[config.mk]
export PLATFORM = sky130hd
export DESIGN_NAME = acp_ctrl
export DESIGN_NICKNAME = d
export VERILOG_FILES = /design/src/acp_fifo.v /design/src/acp_ctrl.v
export VERILOG_INCLUDE_DIRS = /design/src
export SDC_FILE = /design/constraint.sdc
export NUM_CORES = 1
export LEC_CHECK = 0
export ABC_AREA = 1
export BUFFER_PORTS_ARGS = -buffer_cell sky130_fd_sc_hd__buf_2
export CAP_MARGIN = 10
export CORE_MARGIN = 2
export CORE_UTILIZATION = 61
export DETAILED_ROUTE_END_ITERATION = 12
export GPL_ROUTABILITY_DRIVEN = 0
export PLACE_DENSITY = 0.75
export SYNTH_ARGS = -nofsm -noshare
export SYNTH_HDL_FRONTEND = slang
export SYNTH_SLANG_ARGS = --single-unit
[constraint.sdc]
create_clock -name clock -period 3.6 [get_ports clock]
set_input_delay 0.72 -clock clock [delete_from_list [all_inputs] [get_ports clock]]
set_output_delay 0.72 -clock clock [all_outputs]
set_load 0.05 [all_outputs]
[src/acp_regs.vh]
`ifndef ACP_REGS_VH
`define ACP_REGS_VH

// ----------------------------------------------------------------
// register map
// ----------------------------------------------------------------
`define ACP_AW             12
`define ACP_OFF_CTRL       12'h000
`define ACP_OFF_STAT       12'h004
`define ACP_OFF_DATA       12'h008

// ----------------------------------------------------------------
// control fields
// ----------------------------------------------------------------
`define ACP_CTRL_RST       32'h07d0_0001
`define ACP_CTRL_CONV      0
`define ACP_CTRL_CAL       1
`define ACP_CTRL_DEC_LO    16
`define ACP_CTRL_DEC_HI    27

// ----------------------------------------------------------------
// status fields
// ----------------------------------------------------------------
`define ACP_STAT_LVL_LO    0
`define ACP_STAT_LVL_HI    4
`define ACP_STAT_AVAIL     8
`define ACP_STAT_CAL       9
`define ACP_STAT_POLERR    10
`define ACP_STAT_STBY      11
`define ACP_STAT_SYNC      12
`define ACP_STAT_POL       13

// ----------------------------------------------------------------
// synchroniser lanes
// ----------------------------------------------------------------
`define ACP_NSYNC          8
`define ACP_SI_SCLK        0
`define ACP_SI_CS          1
`define ACP_SI_MOD         2
`define ACP_SI_MCLK        3
`define ACP_SI_POL         4
`define ACP_SI_SYNC        5
`define ACP_SI_RST         6
`define ACP_SI_STBY        7

// ----------------------------------------------------------------
// counts
// ----------------------------------------------------------------
`define ACP_WORD_BITS      24
`define ACP_BLANK_MCLK     12'd500
`define ACP_CAL_MCLK       16'd1000

`endif

[src/acp_fifo.v]
`timescale 1ns/10ps
`default_nettype none

// ----------------------------------------------------------------
// result word fifo
// ----------------------------------------------------------------
module acp_fifo #(
  parameter WIDTH = 24,
  parameter DEPTH = 16,
  parameter AW    = 4
) (
  // clock and clear
  input  wire             clock,
  input  wire             clr,
  // fill side
  input  wire             in_valid,
  input  wire [WIDTH-1:0] in_data,
  output wire             in_ready,
  // drain side
  output wire             out_valid,
  output wire [WIDTH-1:0] out_data,
  input  wire             out_ready,
  // fill level
  output wire [AW:0]      level
);

  reg [WIDTH-1:0] mem [0:DEPTH-1];
  reg [AW-1:0]    wp_q;
  reg [AW-1:0]    rp_q;
  reg [AW:0]      cnt_q;
  wire            push;
  wire            pop;

  localparam [AW:0] FULL = DEPTH;

  assign in_ready  = (cnt_q != FULL);
  assign out_valid = (cnt_q != {(AW+1){1'b0}});
  assign out_data  = mem[rp_q];
  assign level     = cnt_q;
  assign push      = in_valid & in_ready;
  assign pop       = out_valid & out_ready;

  always @(posedge clock) begin
    if (push) begin
      mem[wp_q] <= in_data;
    end
  end

  always @(posedge clock) begin
    if (clr) begin
      wp_q  <= {AW{1'b0}};
      rp_q  <= {AW{1'b0}};
      cnt_q <= {(AW+1){1'b0}};
    end else begin
      if (push) begin
        wp_q <= wp_q + 1'b1;
      end
      if (pop) begin
        rp_q <= rp_q + 1'b1;
      end
      if (push & ~pop) begin
        cnt_q <= cnt_q + 1'b1;
      end else if (pop & ~push) begin
        cnt_q <= cnt_q - 1'b1;
      end
    end
  end

endmodule

`default_nettype wire

[src/acp_ctrl.v]
`timescale 1ns/10ps
`default_nettype none
`include "acp_regs.vh"

// Behaviour
// (RULE1) serial clock may run continuously or in bursts; results are identical.
// (RULE2) polarity select low: first transfer edge rises, clock idles low.
// (RULE3) polarity select high: first transfer edge falls, clock idles high.
// (RULE4) sync low holds filter, filter control, calibration and modulator in reset.
// (RULE5) sync leaves serial interface and a low word ready untouched.
// (RULE6) reset pin low returns control, interface, filter, modulator to power-on.
// (RULE7) standby low shuts down analog and digital circuitry.
// (RULE8) with external master clock, master clock output is its inverse.
// (RULE9) active serial edge is falling when polarity select is 1, else rising.
// (RULE10) word ready low on new word, high after read or 500 periods before update.
// (RULE11) reset, sync and standby inputs are synchronised before use.
module acp_ctrl #(
  parameter FIFO_DEPTH = 16,
  parameter FIFO_AW    = 4
) (
  // system
  input  wire        clock,
  input  wire        nrst,
  // apb slave
  input  wire        psel,
  input  wire        penable,
  input  wire        pwrite,
  input  wire [11:0] paddr,
  input  wire [31:0] pwdata,
  output reg  [31:0] prdata_q,
  output reg         pready_q,
  output reg         pslverr_q,
  // serial link pins
  input  wire        sclk,
  input  wire        cs_n,
  input  wire        edge_polarity_sel,
  output reg         dout_q,
  output reg         dout_oe_q,
  output reg         word_ready_n_q,
  // control pins
  input  wire        sync_n,
  input  wire        reset_n,
  input  wire        standby_n,
  // master clock and analog side
  input  wire        mclk_in,
  output reg         mclk_out_q,
  input  wire        mod_bit,
  output reg         mod_reset_q,
  output reg         analog_pd_q
);

  // ----------------------------------------------------------------
  // address decode
  // ----------------------------------------------------------------
  function [2:0] acp_dec;
    input [11:0] a;
    begin
      case (a)
        `ACP_OFF_CTRL: acp_dec = 3'h1;
        `ACP_OFF_STAT: acp_dec = 3'h2;
        `ACP_OFF_DATA: acp_dec = 3'h4;
        default:       acp_dec = 3'h0;
      endcase
    end
  endfunction

  // ----------------------------------------------------------------
  // input synchronisers
  // ----------------------------------------------------------------
  wire [`ACP_NSYNC-1:0] pins_raw;
  reg  [`ACP_NSYNC-1:0] s1_q;
  reg  [`ACP_NSYNC-1:0] s2_q;
  reg                   sclk_prev_q;
  reg                   mclk_prev_q;
  reg                   cs_prev_q;

  assign pins_raw = {standby_n, reset_n, sync_n, edge_polarity_sel,
                     mclk_in, mod_bit, cs_n, sclk};

  genvar gi;
  generate
    for (gi = 0; gi < `ACP_NSYNC; gi = gi + 1) begin : g_sync
      // the first stage feeds only the second one
      always @(posedge clock) begin
        if (!nrst) begin
          s1_q[gi] <= 1'b1;
          s2_q[gi] <= 1'b1;
        end else begin
          s1_q[gi] <= pins_raw[gi];
          s2_q[gi] <= s1_q[gi];
        end
      end
    end
  endgenerate

  wire sclk_s  = s2_q[`ACP_SI_SCLK];
  wire cs_n_s  = s2_q[`ACP_SI_CS];
  wire mod_s   = s2_q[`ACP_SI_MOD];
  wire mclk_s  = s2_q[`ACP_SI_MCLK];
  wire pol_s   = s2_q[`ACP_SI_POL];
  wire sync_s  = s2_q[`ACP_SI_SYNC];   // see (RULE11)
  wire rstp_s  = s2_q[`ACP_SI_RST];    // see (RULE11)
  wire stby_s  = s2_q[`ACP_SI_STBY];   // see (RULE11)

  // pin reset clears what a power-on would, except the bus handshake, input synchronisers and edge detectors
  wire rst_all = ~nrst | ~rstp_s;      // see (RULE6)
  wire sync_hold = ~sync_s;
  wire run = stby_s;                   // see (RULE7)

  always @(posedge clock) begin
    if (!nrst) begin
      sclk_prev_q <= 1'b0;
      mclk_prev_q <= 1'b0;
      cs_prev_q   <= 1'b1;
    end else begin
      sclk_prev_q <= sclk_s;
      mclk_prev_q <= mclk_s;
      cs_prev_q   <= cs_n_s;
    end
  end

  wire sclk_rise = sclk_s & ~sclk_prev_q;
  wire sclk_fall = ~sclk_s & sclk_prev_q;
  wire act_edge  = pol_s ? sclk_fall : sclk_rise;   // see (RULE9)
  wire idle_edge = pol_s ? sclk_rise : sclk_fall;
  wire mclk_tick = mclk_s & ~mclk_prev_q;

  // ----------------------------------------------------------------
  // registers
  // ----------------------------------------------------------------
  reg                        conv_en_q;
  reg  [11:0]                decim_q;
  reg  [15:0]                cal_cnt_q;
  reg                        pol_err_q;
  reg  [`ACP_WORD_BITS-1:0]  result_q;
  reg  [`ACP_WORD_BITS-1:0]  acc_q;
  reg  [11:0]                dcnt_q;
  reg                        pend_q;
  reg  [`ACP_WORD_BITS-1:0]  sr_q;
  reg  [4:0]                 bitcnt_q;
  reg                        pop_q;
  wire                       f_in_ready;
  wire                       f_out_valid;
  wire [`ACP_WORD_BITS-1:0]  f_out_data;
  wire [FIFO_AW:0]           f_level;
  wire                       word_done;

  wire       acc_ph   = psel & penable & pready_q;
  wire [2:0] hit      = acp_dec(paddr);
  wire       wr_ctrl  = acc_ph & pwrite & hit[0];
  wire       wr_stat  = acc_ph & pwrite & hit[1];
  wire       cal_busy = (cal_cnt_q != 16'h0000);
  // reset image of the control word, sliced per field below
  wire [31:0] ctrl_rst = `ACP_CTRL_RST;

  wire [31:0] stat_word = {18'h00000, pol_s, sync_hold, ~stby_s, pol_err_q, cal_busy,
                           ~word_ready_n_q, 3'h0, f_level};
  wire [31:0] ctrl_word = {4'h0, decim_q, 14'h0000, cal_busy, conv_en_q};

  // ----------------------------------------------------------------
  // apb slave
  // ----------------------------------------------------------------
  // one wait state: pready rises in the second access cycle
  always @(posedge clock) begin
    if (!nrst) begin
      pready_q  <= 1'b0;
      pslverr_q <= 1'b0;
      prdata_q  <= 32'h0000_0000;
    end else begin
      pready_q  <= psel & penable & ~pready_q;
      pslverr_q <= psel & penable & ~pready_q & (hit == 3'h0);
      if (psel & penable & ~pready_q & ~pwrite) begin
        case (hit)
          3'h1:    prdata_q <= ctrl_word;
          3'h2:    prdata_q <= stat_word;
          3'h4:    prdata_q <= {8'h00, result_q};
          default: prdata_q <= 32'h0000_0000;
        endcase
      end
    end
  end

  always @(posedge clock) begin
    if (rst_all) begin
      conv_en_q <= ctrl_rst[`ACP_CTRL_CONV];
      decim_q   <= ctrl_rst[`ACP_CTRL_DEC_HI:`ACP_CTRL_DEC_LO];
    end else if (wr_ctrl) begin
      conv_en_q <= pwdata[`ACP_CTRL_CONV];
      decim_q   <= pwdata[`ACP_CTRL_DEC_HI:`ACP_CTRL_DEC_LO];
    end
  end

  // ----------------------------------------------------------------
  // calibration sequencer
  // ----------------------------------------------------------------
  always @(posedge clock) begin
    if (rst_all | sync_hold) begin     // see (RULE4)
      cal_cnt_q <= 16'h0000;
    end else if (wr_ctrl & pwdata[`ACP_CTRL_CAL] & ~cal_busy) begin
      cal_cnt_q <= `ACP_CAL_MCLK;
    end else if (cal_busy & mclk_tick & run) begin
      cal_cnt_q <= cal_cnt_q - 16'h0001;
    end
  end

  // ----------------------------------------------------------------
  // decimating filter
  // ----------------------------------------------------------------
  // a full fifo stalls the filter rather than dropping a word
  // at-or-above, so a smaller decimation written mid-word ends the word at once
  wire dec_last = (dcnt_q >= decim_q - 12'h001);

  always @(posedge clock) begin
    if (rst_all | sync_hold) begin     // see (RULE4)
      acc_q  <= {`ACP_WORD_BITS{1'b0}};
      dcnt_q <= 12'h000;
    end else if (mclk_tick & run & conv_en_q & ~cal_busy & ~pend_q) begin
      if (dec_last) begin
        acc_q  <= {`ACP_WORD_BITS{1'b0}};
        dcnt_q <= 12'h000;
      end else begin
        acc_q  <= acc_q + {{(`ACP_WORD_BITS-1){1'b0}}, mod_s};
        dcnt_q <= dcnt_q + 12'h001;
      end
    end
  end

  wire word_end = mclk_tick & run & conv_en_q & ~cal_busy & ~pend_q & dec_last;

  always @(posedge clock) begin
    if (rst_all) begin
      pend_q   <= 1'b0;
      result_q <= {`ACP_WORD_BITS{1'b0}};
    end else if (word_end & ~sync_hold) begin
      pend_q   <= 1'b1;
      result_q <= acc_q + {{(`ACP_WORD_BITS-1){1'b0}}, mod_s};
    end else if (f_in_ready) begin
      pend_q   <= 1'b0;
    end
  end

  acp_fifo #(
    .WIDTH (`ACP_WORD_BITS),
    .DEPTH (FIFO_DEPTH),
    .AW    (FIFO_AW)
  ) u_fifo (
    .clock     (clock),
    .clr       (rst_all),
    .in_valid  (pend_q),
    .in_data   (result_q),
    .in_ready  (f_in_ready),
    .out_valid (f_out_valid),
    .out_data  (f_out_data),
    .out_ready (word_done),
    .level     (f_level)
  );

  // ----------------------------------------------------------------
  // serial output
  // ----------------------------------------------------------------
  // bit count survives gaps in the clock, so bursts read like one train
  wire frame   = ~cs_n_s & run;
  assign word_done = frame & act_edge & f_out_valid &
                     (bitcnt_q == `ACP_WORD_BITS - 1);   // see (RULE1)

  // sync is deliberately absent from this process
  always @(posedge clock) begin
    if (rst_all | cs_n_s) begin        // see (RULE5)
      bitcnt_q <= 5'h00;
      sr_q     <= {`ACP_WORD_BITS{1'b0}};
    end else if (frame & act_edge) begin
      if (bitcnt_q == `ACP_WORD_BITS - 1) begin
        bitcnt_q <= 5'h00;
      end else begin
        bitcnt_q <= bitcnt_q + 5'h01;  // see (RULE1)
        sr_q     <= {sr_q[`ACP_WORD_BITS-2:0], 1'b0};
      end
    end else if (bitcnt_q == 5'h00) begin
      sr_q <= f_out_data;
    end
  end

  // ----------------------------------------------------------------
  // frame start tracking
  // ----------------------------------------------------------------
  // the return to idle after each bit is legal; only a frame's first edge is judged
  reg fresh_q;

  always @(posedge clock) begin
    if (rst_all | cs_n_s) begin
      fresh_q <= 1'b1;
    end else if (frame & (sclk_rise | sclk_fall)) begin
      fresh_q <= 1'b0;
    end
  end

  // a first transition against the selected idle level flags an error
  always @(posedge clock) begin
    if (rst_all) begin
      pol_err_q <= 1'b0;
    end else if (frame & idle_edge & fresh_q) begin
      pol_err_q <= 1'b1;               // see (RULE2) see (RULE3)
    end else if (wr_stat & pwdata[`ACP_STAT_POLERR]) begin
      pol_err_q <= 1'b0;
    end
  end

  // ----------------------------------------------------------------
  // word ready and pin outputs
  // ----------------------------------------------------------------
  wire [11:0] blank_at = (decim_q > `ACP_BLANK_MCLK) ? decim_q - `ACP_BLANK_MCLK : 12'h000;
  wire        near_upd = conv_en_q & (dcnt_q >= blank_at);

  always @(posedge clock) begin
    if (rst_all) begin
      pop_q          <= 1'b0;
      word_ready_n_q <= 1'b1;
      dout_q         <= 1'b0;
      dout_oe_q      <= 1'b0;
      mclk_out_q     <= 1'b0;
      mod_reset_q    <= 1'b1;
      analog_pd_q    <= 1'b0;
    end else begin
      pop_q          <= word_done;
      word_ready_n_q <= ~(f_out_valid & ~near_upd & ~pop_q & ~word_done);   // see (RULE10)
      dout_q         <= sr_q[`ACP_WORD_BITS-1];
      dout_oe_q      <= frame;
      // lags the pin by the synchroniser depth plus one register; adequate for slow clocks only
      mclk_out_q     <= run & ~mclk_s;                                    // see (RULE8)
      mod_reset_q    <= sync_hold | ~run;                                 // see (RULE4)
      analog_pd_q    <= ~run;                                             // see (RULE7)
    end
  end

endmodule

`default_nettype wire

## Yosys cells after proc, flatten, opt, wreduce, memory -nomap -nowiden

Memories as Yosys holds them, arrays and structs flattened. A register that Yosys moved wholly into a read port is not among the register bits.
Cells that the tools add are included.
W data, S select, Z words.

- Logic and storage cells: 163
- Output and inout bits: 40
- Register bits: 193
- Memories kept: 1
- RAM bits: 384
- Input bits: 57

Memories:

| memory | depth | width | rd ports | clocked after Yosys merged registers in | wr ports | RTL line | text |
|---|---|---|---|---|---|---|---|
| u_fifo.mem | 16 | 24 | 1 | 1 | 1 | acp_fifo.v:27 | `reg [WIDTH-1:0] mem [0:DEPTH-1];` |

- Order comparisons: 3
- Reductions and logical operators: 12
- Eq/ne operators: 8
- $add $sub $neg: 10
- Mux-type cells: 23
- Bitwise gates (word level): 63

Operator list:

| operator | number |
|---|---|
| $mux W24 | 4 |
| $pmux W28 S3 | 1 |
| $and A1 B1 Y1 | 38 |
| $add A24 B1 Y24 | 1 |
| $ge A12 B12 Y1 | 2 |
| $mux W12 | 2 |
| $mux W10 | 2 |
| $not A1 Y1 | 20 |
| $reduce_bool A16 Y1 | 1 |
| $sub A16 B1 Y16 const B | 1 |
| $mux W5 | 3 |
| $add A12 B1 Y12 const B | 1 |
| $eq A12 B3 Y1 const B | 1 |
| $eq A12 B4 Y1 const B | 1 |
| $gt A12 B9 Y1 const B | 1 |
| $logic_not A12 Y1 | 1 |
| $sub A12 B1 Y12 const B | 1 |
| $sub A12 B9 Y12 const B | 1 |
| $add A5 B1 Y5 const B | 2 |
| $reduce_bool A2 Y1 | 5 |
| $pmux W3 S3 | 1 |
| $add A4 B1 Y4 const B | 2 |
| $mux W1 | 8 |
| $mux W4 | 2 |
| other kinds (13) | 17 |

## Longest topological paths before layout

- Depth in word-level cells: 10
- Gate-level depth with buffers: 21
- Mapped depth without buffers: 20

## Cells and area by module

Synthesis repeated with hierarchy kept, for this count alone.

- Cells, all modules: 3033
- Area, all modules: 26507.9 µm²

Modules (own cells, without submodules):

| module | times used | seq. area each (µm²) | cells each | area an instance (µm²) |
|---|---|---|---|---|
| acp_fifo | 1 | 11871.4 | 1685 | 17302.8 |
| acp_ctrl | 1 | 3523.4 | 1348 | 9205.1 |

## Least setup slack after synthesis

No wires, ideal clock.

- Kind: register to register
- Start point: reg decim_q[2]
- End point: reg result_q[15]
- Period minus slack after synthesis: 2.730 ns
- Library setup time: 0.113 ns
- Slack: 0.870 ns
- Stages on the path, launching flop included: 22
- Buffers on the path: 2
- Arrival: 2.617 ns
- Required time: 3.487 ns
- Cells stage by stage: dfxtp_1 inv_1 ha_1 nand2_1 a21oi_1 nand2_1 inv_1 nand3_1 xor2_1 inv_1 ha_1 nand2_1 nor2_1 inv_1 nor2_1 nand2_1 nand2_1 nand3_2 buf_6 buf_6 nor2_1 nor2_1

- Word-level cells in the longest chain between the ends: 4

Ends and longest elaborated chain:

| item | RTL line | text |
|---|---|---|
| start: declaration | acp_ctrl.v:132 | `reg [11:0] decim_q;` |
| start signal: assignment | acp_ctrl.v:186 | `` decim_q <= ctrl_rst[`ACP_CTRL_DEC_HI:`ACP_CTRL_DEC_LO]; `` |
| start signal: assignment | acp_ctrl.v:189 | `` decim_q <= pwdata[`ACP_CTRL_DEC_HI:`ACP_CTRL_DEC_LO]; `` |
| $sub A12 B1 Y12 | acp_ctrl.v:211 | `wire dec_last = (dcnt_q >= decim_q - 12'h001);` |
| $ge A12 B12 Y1 | acp_ctrl.v:211 |  |
| $and A1 B1 Y1 | acp_ctrl.v:228 | `wire word_end = mclk_tick & run & conv_en_q & ~cal_busy & ~pend_q & dec_last;` |
| $and A1 B1 Y1 | acp_ctrl.v:234 | `end else if (word_end & ~sync_hold) begin` |
| end signal: assignment | acp_ctrl.v:233 | `` result_q <= {`ACP_WORD_BITS{1'b0}}; `` |
| end signal: assignment | acp_ctrl.v:236 | `` result_q <= acc_q + {{(`ACP_WORD_BITS-1){1'b0}}, mod_s}; `` |
| end: declaration | acp_ctrl.v:135 | `` reg [`ACP_WORD_BITS-1:0] result_q; `` |

No other way between the ends.
A chain may end at the register's enable or synchronous reset.

## Worst setup path after layout

- Start point: reg decim_q[2]
- End point: reg result_q[8]

Same word-level chain as after synthesis.

==> implementation parameters <==
Parameter                              Value

Route
  Wirelength per Cell    18.49 µm
  Vias per cell    5.654
  Post-DRT Antenna Nets    0
  Detailed router's first-iteration violation count    1875
  Number of vias in the routed layout    19710
  Number of detailed-routing iterations run before antenna repair    5
  Number of remaining DRC errors    0
  Total detailed-routing wirelength    64450 µm

Timing
  Maximum clock frequency    0.3150 GHz
  RSZ-0062 raised after global routing    no
  Worst hold margin    0.2944 ns
  Final setup viols    0
  Tightest slew margin relative to the limit    28.30%
  Final critical delay including setup and external delays    3.175 ns
  Worst setup slack after layout    0.4249 ns
  Final Cycle Share    88.20%
  Worst-margin pin slew    1.074 ns
  Final Slew Violations    0
  Sum Neg Setup Slack    0 ns
  Final hold violation count    0
  Clock Skews    0.02334 ns

Synthesis
  Synthesized area    25620 µm²
  Seq/Total Area, Yosys    60.10%
  Async SR Flop Fraction    0%
  Synth warnings    0
  Synth Area per Inst    9.010 µm²
  Share of Yosys cell area claimed by the top area cell type    45.02%
  Multiplexer share of the synthesized area    0%
  Number of instances in the synthesized netlist    2843
  Dominant combinational cell family by area after synthesis    simple AND/OR/NAND/NOR gates
  Number of synthesized register bits    577
  Post-synthesis cell type with the largest combined area    sky130_fd_sc_hd__edfxtp_1
  Dominant register cell in the synthesized netlist    sky130_fd_sc_hd__edfxtp_1
  Simple-gate area share of the yosys netlist    25.17%
  Xor and xnor area share after synthesis    1.368%
  Count of distinct cell types in the synthesized netlist    41
  Post-synth EDFFs    384
  Top area cells in the synthesized netlist    sky130_fd_sc_hd__edfxtp_1 (45%), sky130_fd_sc_hd__dfxtp_1 (15%), sky130_fd_sc_hd__nand2_1 (13%), sky130_fd_sc_hd__nand3_1 (6.3%), sky130_fd_sc_hd__inv_1 (3.8%)
  Share of the synthesized area in compound gates (AO/OA/AOI/OAI)    4.909%
  Synthesized-area fraction occupied by adder cells    2.325%

Global routing
  Global-route congestion overflow total    0
  Wire length of the first global-routing pass    100300 µm
  Gr usage total    29.61%
  Via count of the first global-routing pass    18870
  Largest net degree at the start of global routing    94
  Antenna violations before repair    2

Critical path
  R2R Path Start    decim_q[2]
  Crit Path Max Fanout    49
  Slowest cell delay on critical path    0.36 ns
  Critical Path End Type    register
  WS Path Type    reg2reg
  Top cell family by delay on the critical path    simple AND/OR/NAND/NOR gates
  Total stage count of the critical path    21
  Top cell by count, worst path    sky130_fd_sc_hd__nand2_1
  Buffers plus inverters on the worst setup path    5
  Crit path launch type    register
  Reg2reg setup slack    0.42 ns
  Reg2Reg Depth    21
  Critical path's slowest cell    sky130_fd_sc_hd__dfxtp_1
  Cells traversed along the worst timing path    inv_1 > ha_1 > nand2_1 > a21oi_1 > nand2_1 > inv_1 > nand3_1 > xor2_1 > inv_1 > ha_1 > nand2_1 > nor2_1 > inv_1 > nor2_1 > nand2_1 > nand2_2 > nand3_2 > buf_12 > nand2_1 > nand2_1 > nor2_1
  Reg-to-Reg End    result_q[8]
  Crit path required time    4.15 ns
  CP Data Arrival Time    3.72 ns

Placed design
  Port buffer count    75
  Cell area after placement    26700 µm²
  Post-Place Setup Slack    0.3926 ns
  Placed Cells    3375
  Half-perimeter wire length after placement    39150 µm

Clock network
  Number of clock sinks    577
  Skew-Pair Late Insertion Delay    0.63 ns
  H-Tree Level Count    2
  CTS tree    done
  CTS Buf Count    57
  Max Root-Sink Buffers    3
  Register clock-pin slew on the reported worst setup and hold paths    0.06 ns
  Root buffer selected by CTS    sky130_fd_sc_hd__clkbuf_16

Hold path
  Worst min-delay path startpoint    standby_n
  Path category of the worst min-delay check    in2reg
  Hold endpoint    s1_q[7]
  Worst hold path cell count    2

Power
  LEAKAGE    11.66 nW
  Maximum ir drop on the vdd rail    401.1 µV
  Power density normalized to cell area    527.3 nW/µm²
  Total design power    15.09 mW

Status
  Run status    completed

Floorplanning
  Core Region    41670 µm²
  Total I/O pin count    97
  Die outline width    208.9 µm
  Number of rows created at floorplan    75
  Overall die area    43650 µm²
  Initial Util    61.48%
  Vertical extent of the die    208.9 µm

Run
  Number of max-capacitance violations reported    0

Layout
  Post-Layout Inst Area    28610 µm²
  Fin util    68.67%
  Area growth from synthesis to layout    11.69%
  Post-route non-filler standard cell count    3485
  Most common cell after layout, fill and taps aside    sky130_fd_sc_hd__nand2_1
  Final layout net count    3000
  Commonest cells after routing, fill and taps aside    sky130_fd_sc_hd__nand2_1 (893), sky130_fd_sc_hd__edfxtp_1 (384), sky130_fd_sc_hd__nand3_1 (324), sky130_fd_sc_hd__inv_1 (260), sky130_fd_sc_hd__nor2_1 (238)
  Fillers    3160
  Share of final-layout standard cells stronger than drive strength 1    9.372%
## cells by family (layout without fill, tap and decap cells)
group,count (synthesis),after routing
AO/OA/AOI/OAI,236,236
buffers and inverters,394,493
XOR/XNOR,40,40
AND/OR/NAND/NOR,1548,1548
other,1,5
flip-flops,577,577
adder cells (fa/ha/maj),47,47
## final cells by class
| cell class | count | area, µm² | share of cell area [%] |
|---|---|---|---|
| diodes | 1 | 2.502 | 0.008746 |
| clock buffers | 86 | 1715 | 5.996 |
| clock inverters | 22 | 170.2 | 0.5947 |
| inverters | 270 | 1016 | 3.551 |
| multi-input cells | 1875 | 8791 | 30.73 |
| flip-flops and latches | 577 | 15400 | 53.84 |
| well taps | 539 | 674.4 | 2.357 |
| repair buffers | 115 | 838.3 | 2.930 |
## what timing repair did
item                                    4_1_cts  5_1_grt
endpoints found under the setup margin        0       11
resized for setup                             0        1
buffers inserted                              0        1
hold buffers                                  0        0
## where the power goes
part | switching, mW | leakage (nW) | internal (mW)
clock network | 2.50 | 0.929 | 3.43
registers | 0.109 | 4.21 | 7.09
logic | 1.32 | 6.52 | 0.642
total | 3.92 | 11.7 | 11.2
## routing by layer
layer | routed length (µm) | GRT usage, % | share of wire [%]
met1 | 25700 | 38.09 | 40
met2 | 31300 | 50.01 | 49
met3 | 4909 | 4.944 | 7.6
met4 | 2532 | 12.44 | 3.9
met5 | 13 | 0 | 0.020
## worst register-to-register path: cells and delay by family, from the launching register on
| family | cells | cell delay, ns |
|---|---|---|
| buf+inv | 5 | 0.60 |
| flops | 1 | 0.36 |
| compound gates | 1 | 0.24 |
| fa+ha+maj | 2 | 0.50 |
| xor+xnor | 1 | 0.14 |
| simple gates | 12 | 1.25 |
## cells in the mapped netlist (14+ instances only)
master / count
sky130_fd_sc_hd__buf_1: 15
sky130_fd_sc_hd__inv_1: 260
sky130_fd_sc_hd__clkbuf_1: 64
sky130_fd_sc_hd__nand3_1: 324
sky130_fd_sc_hd__nand2_1: 894
sky130_fd_sc_hd__o22ai_1: 17
sky130_fd_sc_hd__edfxtp_1: 384
sky130_fd_sc_hd__dfxtp_1: 193
sky130_fd_sc_hd__nor2_1: 255
sky130_fd_sc_hd__or2_2: 20
sky130_fd_sc_hd__a21oi_1: 139
sky130_fd_sc_hd__o211ai_1: 14
sky130_fd_sc_hd__o21ai_0: 59
sky130_fd_sc_hd__xor2_1: 28
sky130_fd_sc_hd__buf_2: 37
sky130_fd_sc_hd__ha_1: 46
## worst max-delay path by stage
stage | to | from
3_5_place_dp | result_q[21] | decim_q[2]
2_1_floorplan | result_q[15] | decim_q[2]
6_report | result_q[8] | decim_q[2]
4_1_cts | acc_q[8] | decim_q[2]
3_3_place_gp | result_q[15] | decim_q[2]
5_1_grt | result_q[12] | decim_q[2]
## sequential cells by signal (all words and copies together), names as in the netlist, 4 cells and up, named ones only
signal        flops
sr_q             24
decim_q          12
u_fifo.rp_q       4
bitcnt_q          5
prdata_q         28
result_q         24
s1_q              8
acc_q            24
u_fifo.wp_q       4
u_fifo.mem      384
u_fifo.level      5
cal_cnt_q        16
dcnt_q           12
No activity file was read; power rests on OpenSTA's default activity.
